## src/hw/lpc_rd_cfg.svh

```systemverilog
// Bus codes, field positions and counts for the read target
`ifndef LPC_RD_CFG_SVH
`define LPC_RD_CFG_SVH
`define START_CODE 4'h0
`define WAIT_SYNC_CODE 4'h5
`define READY_SYNC_CODE 4'h0
`define TAR_CODE 4'hF
`define CT_MEM_READ 3'h2
`define CT_MEM_WRITE 3'h3
`define ADDR_NIBBLES 3'h7
`define ADDR_SPACE_BIT 23
`define STRAP_HI 22
`define STRAP_LO 20
`define LOC_HI 19
`define MIN_WAIT_SYNCS 4'h2
`define WAIT_SAT 4'hF
`endif

```

## src/hw/lpc_rd_pkg.sv

```systemverilog
// Types shared by the memory read target: bus states, read modes, state record
package lpc_rd_pkg;
  typedef enum logic [8:0] {
    ST_IDLE = 9'h001,
    ST_CTYPE = 9'h002,
    ST_ADDR = 9'h004,
    ST_HTAR0 = 9'h008,
    ST_HTAR1 = 9'h010,
    ST_SYNC = 9'h020,
    ST_DLO = 9'h040,
    ST_DHI = 9'h080,
    ST_DTAR = 9'h100
  } bus_state_t;

  typedef enum logic [2:0] {
    MODE_ARRAY = 3'h1,
    MODE_IDENT = 3'h2,
    MODE_STATUS = 3'h4
  } read_mode_t;

  typedef struct packed {
    logic [2:0] clk_sync;
    logic clk_stable;
    logic [2:0] frame_sync;
    logic frame_dly;
    logic [3:0] lad_s1;
    logic [3:0] lad_s2;
    logic [3:0] lad_s3;
    logic [3:0] lad_dly;
    bus_state_t state;
    logic [2:0] nib_cnt;
    logic [31:0] addr;
    logic [2:0] strap;
    logic strap_cap;
    read_mode_t mode;
    logic pending;
    logic data_ok;
    logic [7:0] data;
    logic [3:0] waits;
    logic [3:0] lad_out;
    logic lad_oe;
    logic mem_req;
    logic [19:0] mem_addr;
    logic mem_array;
    logic busy;
  } target_state_t;
endpackage : lpc_rd_pkg

```

## src/hw/lpc_memory_read_target.sv

```systemverilog
// Target end of the low-pin-count memory read cycle for a flash device
// Notes on behaviour
// - Start is nibble 0000b sampled with frame low at a bus clock rise.
// - With frame held low over several clocks only the last start counts.
// - Cycle-type nibble 010x is memory read, 011x memory write, bit 0 reserved.
// - Eight address nibbles follow, most significant first, forming 32 bits.
// - Address bit 23 high selects the array, low selects register space.
// - Bits 22..20 are identity strap bits, bits 19..0 the memory location.
// - Turnaround is two clocks: all ones driven, then lines released.
// - Target takes the bus only after the host's second turnaround clock.
// - Wait sync 0101b while not ready, then ready sync 0000b once.
// - Reference timing gives two wait syncs then ready; count may vary.
// - Data byte follows ready sync, low nibble first then high nibble.
// - After data the target drives 1111b one clock, then floats.
// - Host turnaround begins right after the eight address clocks.
// - Every field is driven and sampled valid at its clock's rising edge.
// - After reset the target is in read-array mode.
// - Array, identity, lock and input register reads all served the same way.
// - Whenever frame is sampled low, stop driving on the next clock.
`timescale 1ns/1ps
`include "lpc_rd_cfg.svh"

module lpc_memory_read_target
  import lpc_rd_pkg::*;
#(
  parameter logic [3:0] MIN_WAIT_SYNCS = `MIN_WAIT_SYNCS
) (
  input wire logic ref_clk,
  input wire logic srst,
  input wire logic lclk,
  input wire logic lframe_n,
  input wire logic [3:0] lad_in,
  output logic [3:0] lad_out,
  output logic lad_oe,
  input wire logic [2:0] dev_strap,
  output logic mem_req,
  output logic [19:0] mem_addr,
  output logic mem_array,
  input wire logic mem_ack,
  input wire logic [7:0] mem_data,
  input wire logic mode_load,
  input wire logic [2:0] mode_code,
  output logic [2:0] read_mode,
  output logic cycle_active
);

  target_state_t st_ff;
  target_state_t nxt_st;
  logic bus_edge;
  logic frame_low;
  logic [3:0] lad_now;
  logic [3:0] nxt_waits;

  // Bus clock rise, counted only once stages two and three agree
  assign bus_edge = (st_ff.clk_sync[1] == st_ff.clk_sync[2]) && st_ff.clk_sync[2]
                    && !st_ff.clk_stable;
  // Pins sampled one stage later than the clock so setup before the rise is seen
  assign frame_low = !st_ff.frame_dly;
  assign lad_now = st_ff.lad_dly;

  // Saturating count of wait syncs already on the bus
  assign nxt_waits = (st_ff.waits == `WAIT_SAT) ? st_ff.waits : st_ff.waits + 4'h1;

  // Next-state logic for synchronisers, decoder and bus driver
  always_comb begin
    nxt_st = st_ff;
    nxt_st.mem_req = 1'b0;
    // Three-stage synchronisers; stage one feeds only stage two
    nxt_st.clk_sync = {st_ff.clk_sync[1:0], lclk};
    nxt_st.frame_sync = {st_ff.frame_sync[1:0], lframe_n};
    nxt_st.lad_s1 = lad_in;
    nxt_st.lad_s2 = st_ff.lad_s1;
    nxt_st.lad_s3 = st_ff.lad_s2;
    if (st_ff.clk_sync[1] == st_ff.clk_sync[2]) begin
      nxt_st.clk_stable = st_ff.clk_sync[2];
    end
    if (st_ff.frame_sync[1] == st_ff.frame_sync[2]) begin
      nxt_st.frame_dly = st_ff.frame_sync[2];
    end
    if (st_ff.lad_s2 == st_ff.lad_s3) begin
      nxt_st.lad_dly = st_ff.lad_s3;
    end
    // Strap caught once, the cycle after reset is released
    if (st_ff.strap_cap) begin
      nxt_st.strap = dev_strap;
      nxt_st.strap_cap = 1'b0;
    end
    // Command front end may change the read mode between cycles
    if (mode_load) begin
      nxt_st.mode = read_mode_t'(mode_code);
    end
    // Memory answer; array, identity, lock and input reads all land here
    if (mem_ack && st_ff.pending) begin
      nxt_st.data = mem_data;
      nxt_st.data_ok = 1'b1;
      nxt_st.pending = 1'b0;
    end
    if (bus_edge) begin
      if (frame_low) begin
        // Frame low aborts anything and re-arms start detection
        nxt_st.lad_oe = 1'b0;
        nxt_st.pending = 1'b0;
        nxt_st.data_ok = 1'b0;
        // A later start overwrites any earlier one while frame stays low
        nxt_st.state = (lad_now == `START_CODE) ? ST_CTYPE : ST_IDLE;
      end else begin
        unique case (st_ff.state)
          ST_IDLE: begin
            nxt_st.state = ST_IDLE;
          end
          ST_CTYPE: begin
            // Writes and foreign cycle types are ignored here
            if (lad_now[3:1] == `CT_MEM_READ) begin
              nxt_st.state = ST_ADDR;
              nxt_st.nib_cnt = 3'h0;
            end else begin
              nxt_st.state = ST_IDLE;
            end
          end
          ST_ADDR: begin
            nxt_st.addr = {st_ff.addr[27:0], lad_now};
            nxt_st.nib_cnt = st_ff.nib_cnt + 3'h1;
            if (st_ff.nib_cnt == `ADDR_NIBBLES) begin
              nxt_st.state = ST_HTAR0;
            end
          end
          ST_HTAR0: begin
            // Access starts during host turnaround to hide its latency
            if (st_ff.addr[`STRAP_HI:`STRAP_LO] == st_ff.strap) begin
              nxt_st.state = ST_HTAR1;
              nxt_st.mem_req = 1'b1;
              nxt_st.mem_addr = st_ff.addr[`LOC_HI:0];
              nxt_st.mem_array = st_ff.addr[`ADDR_SPACE_BIT];
              nxt_st.pending = 1'b1;
              nxt_st.data_ok = 1'b0;
            end else begin
              nxt_st.state = ST_IDLE;
            end
          end
          ST_HTAR1: begin
            // Host has released the lines; first sync is due next clock
            nxt_st.state = ST_SYNC;
            nxt_st.lad_oe = 1'b1;
            nxt_st.waits = 4'h0;
            nxt_st.lad_out = (st_ff.data_ok && MIN_WAIT_SYNCS == 4'h0) ?
                             `READY_SYNC_CODE : `WAIT_SYNC_CODE;
          end
          ST_SYNC: begin
            if (st_ff.lad_out == `READY_SYNC_CODE) begin
              nxt_st.state = ST_DLO;
              nxt_st.lad_out = st_ff.data[3:0];
            end else begin
              nxt_st.waits = nxt_waits;
              nxt_st.lad_out = (st_ff.data_ok && nxt_waits >= MIN_WAIT_SYNCS) ?
                               `READY_SYNC_CODE : `WAIT_SYNC_CODE;
            end
          end
          ST_DLO: begin
            nxt_st.state = ST_DHI;
            nxt_st.lad_out = st_ff.data[7:4];
          end
          ST_DHI: begin
            nxt_st.state = ST_DTAR;
            nxt_st.lad_out = `TAR_CODE;
          end
          ST_DTAR: begin
            nxt_st.state = ST_IDLE;
            nxt_st.lad_oe = 1'b0;
          end
          default: begin
            nxt_st.state = ST_IDLE;
            nxt_st.lad_oe = 1'b0;
          end
        endcase
      end
    end
    nxt_st.busy = (nxt_st.state != ST_IDLE);
  end

  // Single state register; reset lands in read-array mode off the bus
  always_ff @(posedge ref_clk) begin
    if (srst) begin
      st_ff <= '0;
      // Clock stages start high and settled, so a pin already high is no false rise
      st_ff.clk_sync <= 3'h7;
      st_ff.clk_stable <= 1'b1;
      st_ff.frame_sync <= 3'h7;
      st_ff.frame_dly <= 1'b1;
      st_ff.state <= ST_IDLE;
      st_ff.mode <= MODE_ARRAY;
      st_ff.strap_cap <= 1'b1;
    end else begin
      st_ff <= nxt_st;
    end
  end

  // Outputs straight from the state register
  assign lad_out = st_ff.lad_out;
  assign lad_oe = st_ff.lad_oe;
  assign mem_req = st_ff.mem_req;
  assign mem_addr = st_ff.mem_addr;
  assign mem_array = st_ff.mem_array;
  assign read_mode = st_ff.mode;
  assign cycle_active = st_ff.busy;
endmodule : lpc_memory_read_target

```

## config.mk

```make
export PLATFORM = sky130hd
export DESIGN_NAME = lpc_memory_read_target
export DESIGN_NICKNAME = d
export VERILOG_FILES = /design/src/hw/lpc_rd_pkg.sv /design/src/hw/lpc_memory_read_target.sv
export VERILOG_INCLUDE_DIRS = /design/src /design/src/hw
export SDC_FILE = /design/constraint.sdc
export NUM_CORES = 1
export LEC_CHECK = 0
export BUFFER_PORTS_ARGS = -buffer_cell sky130_fd_sc_hd__clkbuf_2
export CELL_PAD_IN_SITES_DETAIL_PLACEMENT = 0
export CELL_PAD_IN_SITES_GLOBAL_PLACEMENT = 2
export CORE_AREA = 2 2 118 120
export DETAILED_ROUTE_END_ITERATION = 10
export DIE_AREA = 0 0 120 122
export GPL_TIMING_DRIVEN = 0
export HOLD_SLACK_MARGIN = 0.05
export PLACE_DENSITY_LB_ADDON = 0.2
export SETUP_SLACK_MARGIN = 0.02
export SKIP_CTS_REPAIR_TIMING = 1
export SLEW_MARGIN = 10
export SYNTH_ARGS = -nofsm -noshare
export SYNTH_HDL_FRONTEND = slang
export SYNTH_SLANG_ARGS = --single-unit
```

## constraint.sdc

```tcl
create_clock -name ref_clk -period 2.3 [get_ports ref_clk]
set_input_delay 0.115 -clock ref_clk [delete_from_list [all_inputs] [get_ports ref_clk]]
set_output_delay 0.115 -clock ref_clk [all_outputs]
set_load 0.02 [all_outputs]
```

==> run_results.csv <==
group,metric,value,unit
logic_synthesis,synthesis.nets,573,
place,gp_congestion,0.8013,
floorplanning,start_util,34.24,%
finish,area_growth,22.03,%
grt,grt_antenna_before_repair,0,
critical_path,critPathCaptureType,"flop",
hold_path,hp-start,"dev_strap[0]",
detailed_routing,num_vias,3857,
logic_synthesis,ys.flop_type,"dfxtp_1",
sta,whs,0.02603,ns
grt,track_usage,15.80,%
floorplanning,core.rowCount,43,
detailed_routing,wl_per_cell,13.49,µm
sta,hold_viol,0,
logic_synthesis,ys_seq_area_share,47.20,%
place,io_buffers,54,
floorplanning,coreArea,0.01350,mm²
floorplanning,die-area,0.01464,mm²
finish,layout-drive-gt1-share,20.25,%
finish,nets,661,
sta,worst_pin_slew,0.7443,ns
detailed_routing,vias_per_cell,4.721,
sta,skew,0.006101,ns
grt,busiest_layer,"met2",
sta,rsz0062_at_grt,"false",
finish,multiInputGateArea,0.002071,mm²
finish,nFillCells,1438,
cts,cts_tree,"built",
sta,max_freq,469.5,MHz
critical_path,rr_startpoint,"st_ff[91]",
grt,grt-ovfl-total,0,
grt,grt_pass1_vias,3596,
floorplanning,io_pins,55,
logic_synthesis,yosysUniqueCellTypes,54,
finish,antennaDiodeCount,0,
logic_synthesis,ys_warn_count,0,
cts,numCtsBuffers,9,
critical_path,worstPathRequired,2.53,ns
pwr,pwr_density_cell,633.9,mW/mm²
logic_synthesis,syn_area,0.004623,mm²
flow_run,maxCapViolCount,0,
logic_synthesis,syn_avg_cell_area,8.499,µm²
floorplanning,dieWidth,120,µm
sta,finalWorstSetupSlack,0.1699,ns
hold_path,min_path_type,"in -> reg",
logic_synthesis,synth-seq-cells,109,
sta,finalSetupTns,0,ns
finish,layout.area.seq,0.002182,mm²
finish,final_core_util,41.78,%
sta,fin_crit,2.130,ns
place,dp_hpwl,7.954,mm
critical_path,setup.worst_path.start,"st_ff[91]",
pwr,total_power,3.576,mW
floorplanning,chipHeight,122,µm
detailed_routing,drtIter0Drc,209,
sta,relSlewSlack,50.38,%
detailed_routing,firstDrtPassIters,6,
critical_path,cp_max_fo,10,
critical_path,path_class,"reg -> reg",
critical_path,cp-start-kind,"flop",
sta,finalSetupViolCount,0,
cts,cts-htree-levels,3,
detailed_routing,ant_nets,0,
pwr,cellLeakagePower,2.243,nW
status,outcome,"complete, no violations",
grt,grt_max_degree,20,
detailed_routing,wl,11.02,mm
grt,grt_use_met1,22.21,%
pwr,max-vdd-ir-drop,0.0005505,V
logic_synthesis,synth_edf_count,0,
sta,slew_viol_final,0,
detailed_routing,drc_errors,0,
grt,grt_pass1_wl,18.17,mm
sta,fin_crit_sh,92.61,%
cts,path_clk_slew,0.07,ns
logic_synthesis,syn_inst,544,
cts,root_buffer,"clkbuf_16",
place,dpl_worst_slack,0.1258,ns
cts,ctsLongestPathBuffers,2,
grt,grt_use_met3,4.401,%
cts,worstSkewPairLatency,0.35,ns
critical_path,cp.arrival,2.36,ns
grt,grt_util_met2,23.65,%
cts,clock_sinks,109,
logic_synthesis,ys_async_sr_fraction,0,%
## layout by cell type (no fill, tap or decap), types with 4 or more instances in the layout
cell type,count
clkbuf_2,55
buf_2,5
clkinv_4,4
nand2_1,111
a211oi_1,6
xnor2_1,6
a21oi_1,67
clkbuf_1,17
nor2_1,35
nand4_1,4
and3_1,6
a21o_1,5
dlygate4sd3_1,21
nand3_1,15
clkbuf_16,9
nor3_1,6
mux2i_1,10
a32oi_1,4
ha_1,5
buf_4,36
nor2b_1,21
o21ai_0,7
or2_2,7
dfxtp_1,109
xor2_1,5
## worst paths after layout
check        slack [ns]           to  cells after the start
min                0.03    st_ff[46]                      3
max reg2reg        0.17    st_ff[84]                      6
min reg2reg        0.41  nxt_st[116]                      1
max                0.17    st_ff[84]                      6
## final cells by class
type | instances | area share [%]
repair buffers | 77 | 8.782
multi-input cells | 371 | 36.70
flip-flops and latches | 109 | 38.68
well taps | 180 | 3.992
inverters | 3 | 0.1996
plain buffers | 61 | 6.587
clock inverters | 7 | 1.065
clock buffers | 9 | 3.992
## Yosys cell counts (all sizes together), types with 2 or more instances
cell type | n | share of area (%)
nor2b | 21 | 2.8
a211o | 2 | 0.38
mux2i | 10 | 2.2
a32oi | 4 | 0.76
nand2b | 3 | 0.41
a211oi | 6 | 0.97
o311ai | 2 | 0.54
nand4 | 4 | 0.54
nand3 | 15 | 1.6
or3 | 3 | 0.41
or2 | 7 | 0.95
xnor2 | 6 | 1.1
or3b | 2 | 0.38
a21o | 5 | 0.81
nand2 | 111 | 9.0
buf | 43 | 6.5
o21bai | 2 | 0.32
and3 | 6 | 0.81
a21oi | 67 | 7.3
o21ai | 7 | 0.76
ha | 5 | 1.4
a41oi | 2 | 0.54
a22oi | 3 | 0.49
or4b | 3 | 0.65
and2 | 3 | 0.41
dfxtp | 109 | 47
nor3 | 7 | 0.76
and4 | 2 | 0.43
clkbuf | 18 | 1.5
a31oi | 3 | 0.41
or4 | 3 | 0.65
nor4b | 2 | 0.38
nor4 | 3 | 0.41
inv | 3 | 0.24
xor2 | 5 | 0.95
nor2 | 35 | 2.8
a2bb2oi | 2 | 0.38
## registers in the layout, indices dropped and copies added, names as in the netlist
signal,count
nxt_st,12
lad_now,4
cycle_active,1
lad_oe,1
st_ff,62
mem_req,1
mem_addr,20
lad_out,4
mem_array,1
read_mode,3
## metrics by stage
stage | std cells | area, µm²
finish | 817 | 5642
global route | 817 | 5642
CTS | 794 | 5404
detailed placement | 778 | 5119
global placement | 778 | 5119
floorplan | 544 | 4623
## critical path: stages (launching register included)
cell	delay, ns
dfxtp_1	0.34
buf_2	0.19
or4b_1	0.56
o311ai_2	0.19
a211oi_1	0.16
a2111oi_0	0.44
o21bai_1	0.14
## kinds of logic (layout without fill, tap and decap cells)
kind of cell / Yosys count / in the layout / synth area share [%]
buf+inv: 64 / 157 / 8.254
simple gates: 237 / 237 / 24.76
mux: 10 / 10 / 2.165
fa+ha+maj: 5 / 5 / 1.353
xor+xnor: 11 / 11 / 2.084
compound gates: 108 / 108 / 14.18
flops: 109 / 109 / 47.20
## where the power goes
part	internal (mW)	switching, mW
registers	1.91	0.0124
logic	0.0790	0.0852
clock network	0.752	0.740
## layer usage
metal / vias up / routed length, µm
met5: - / 0
met4: 0 / 118
met3: 10 / 459
met2: 57 / 4762
met1: 1791 / 5681
li1: 1999 / -
Note: power is estimated with default switching activity, not from simulation.
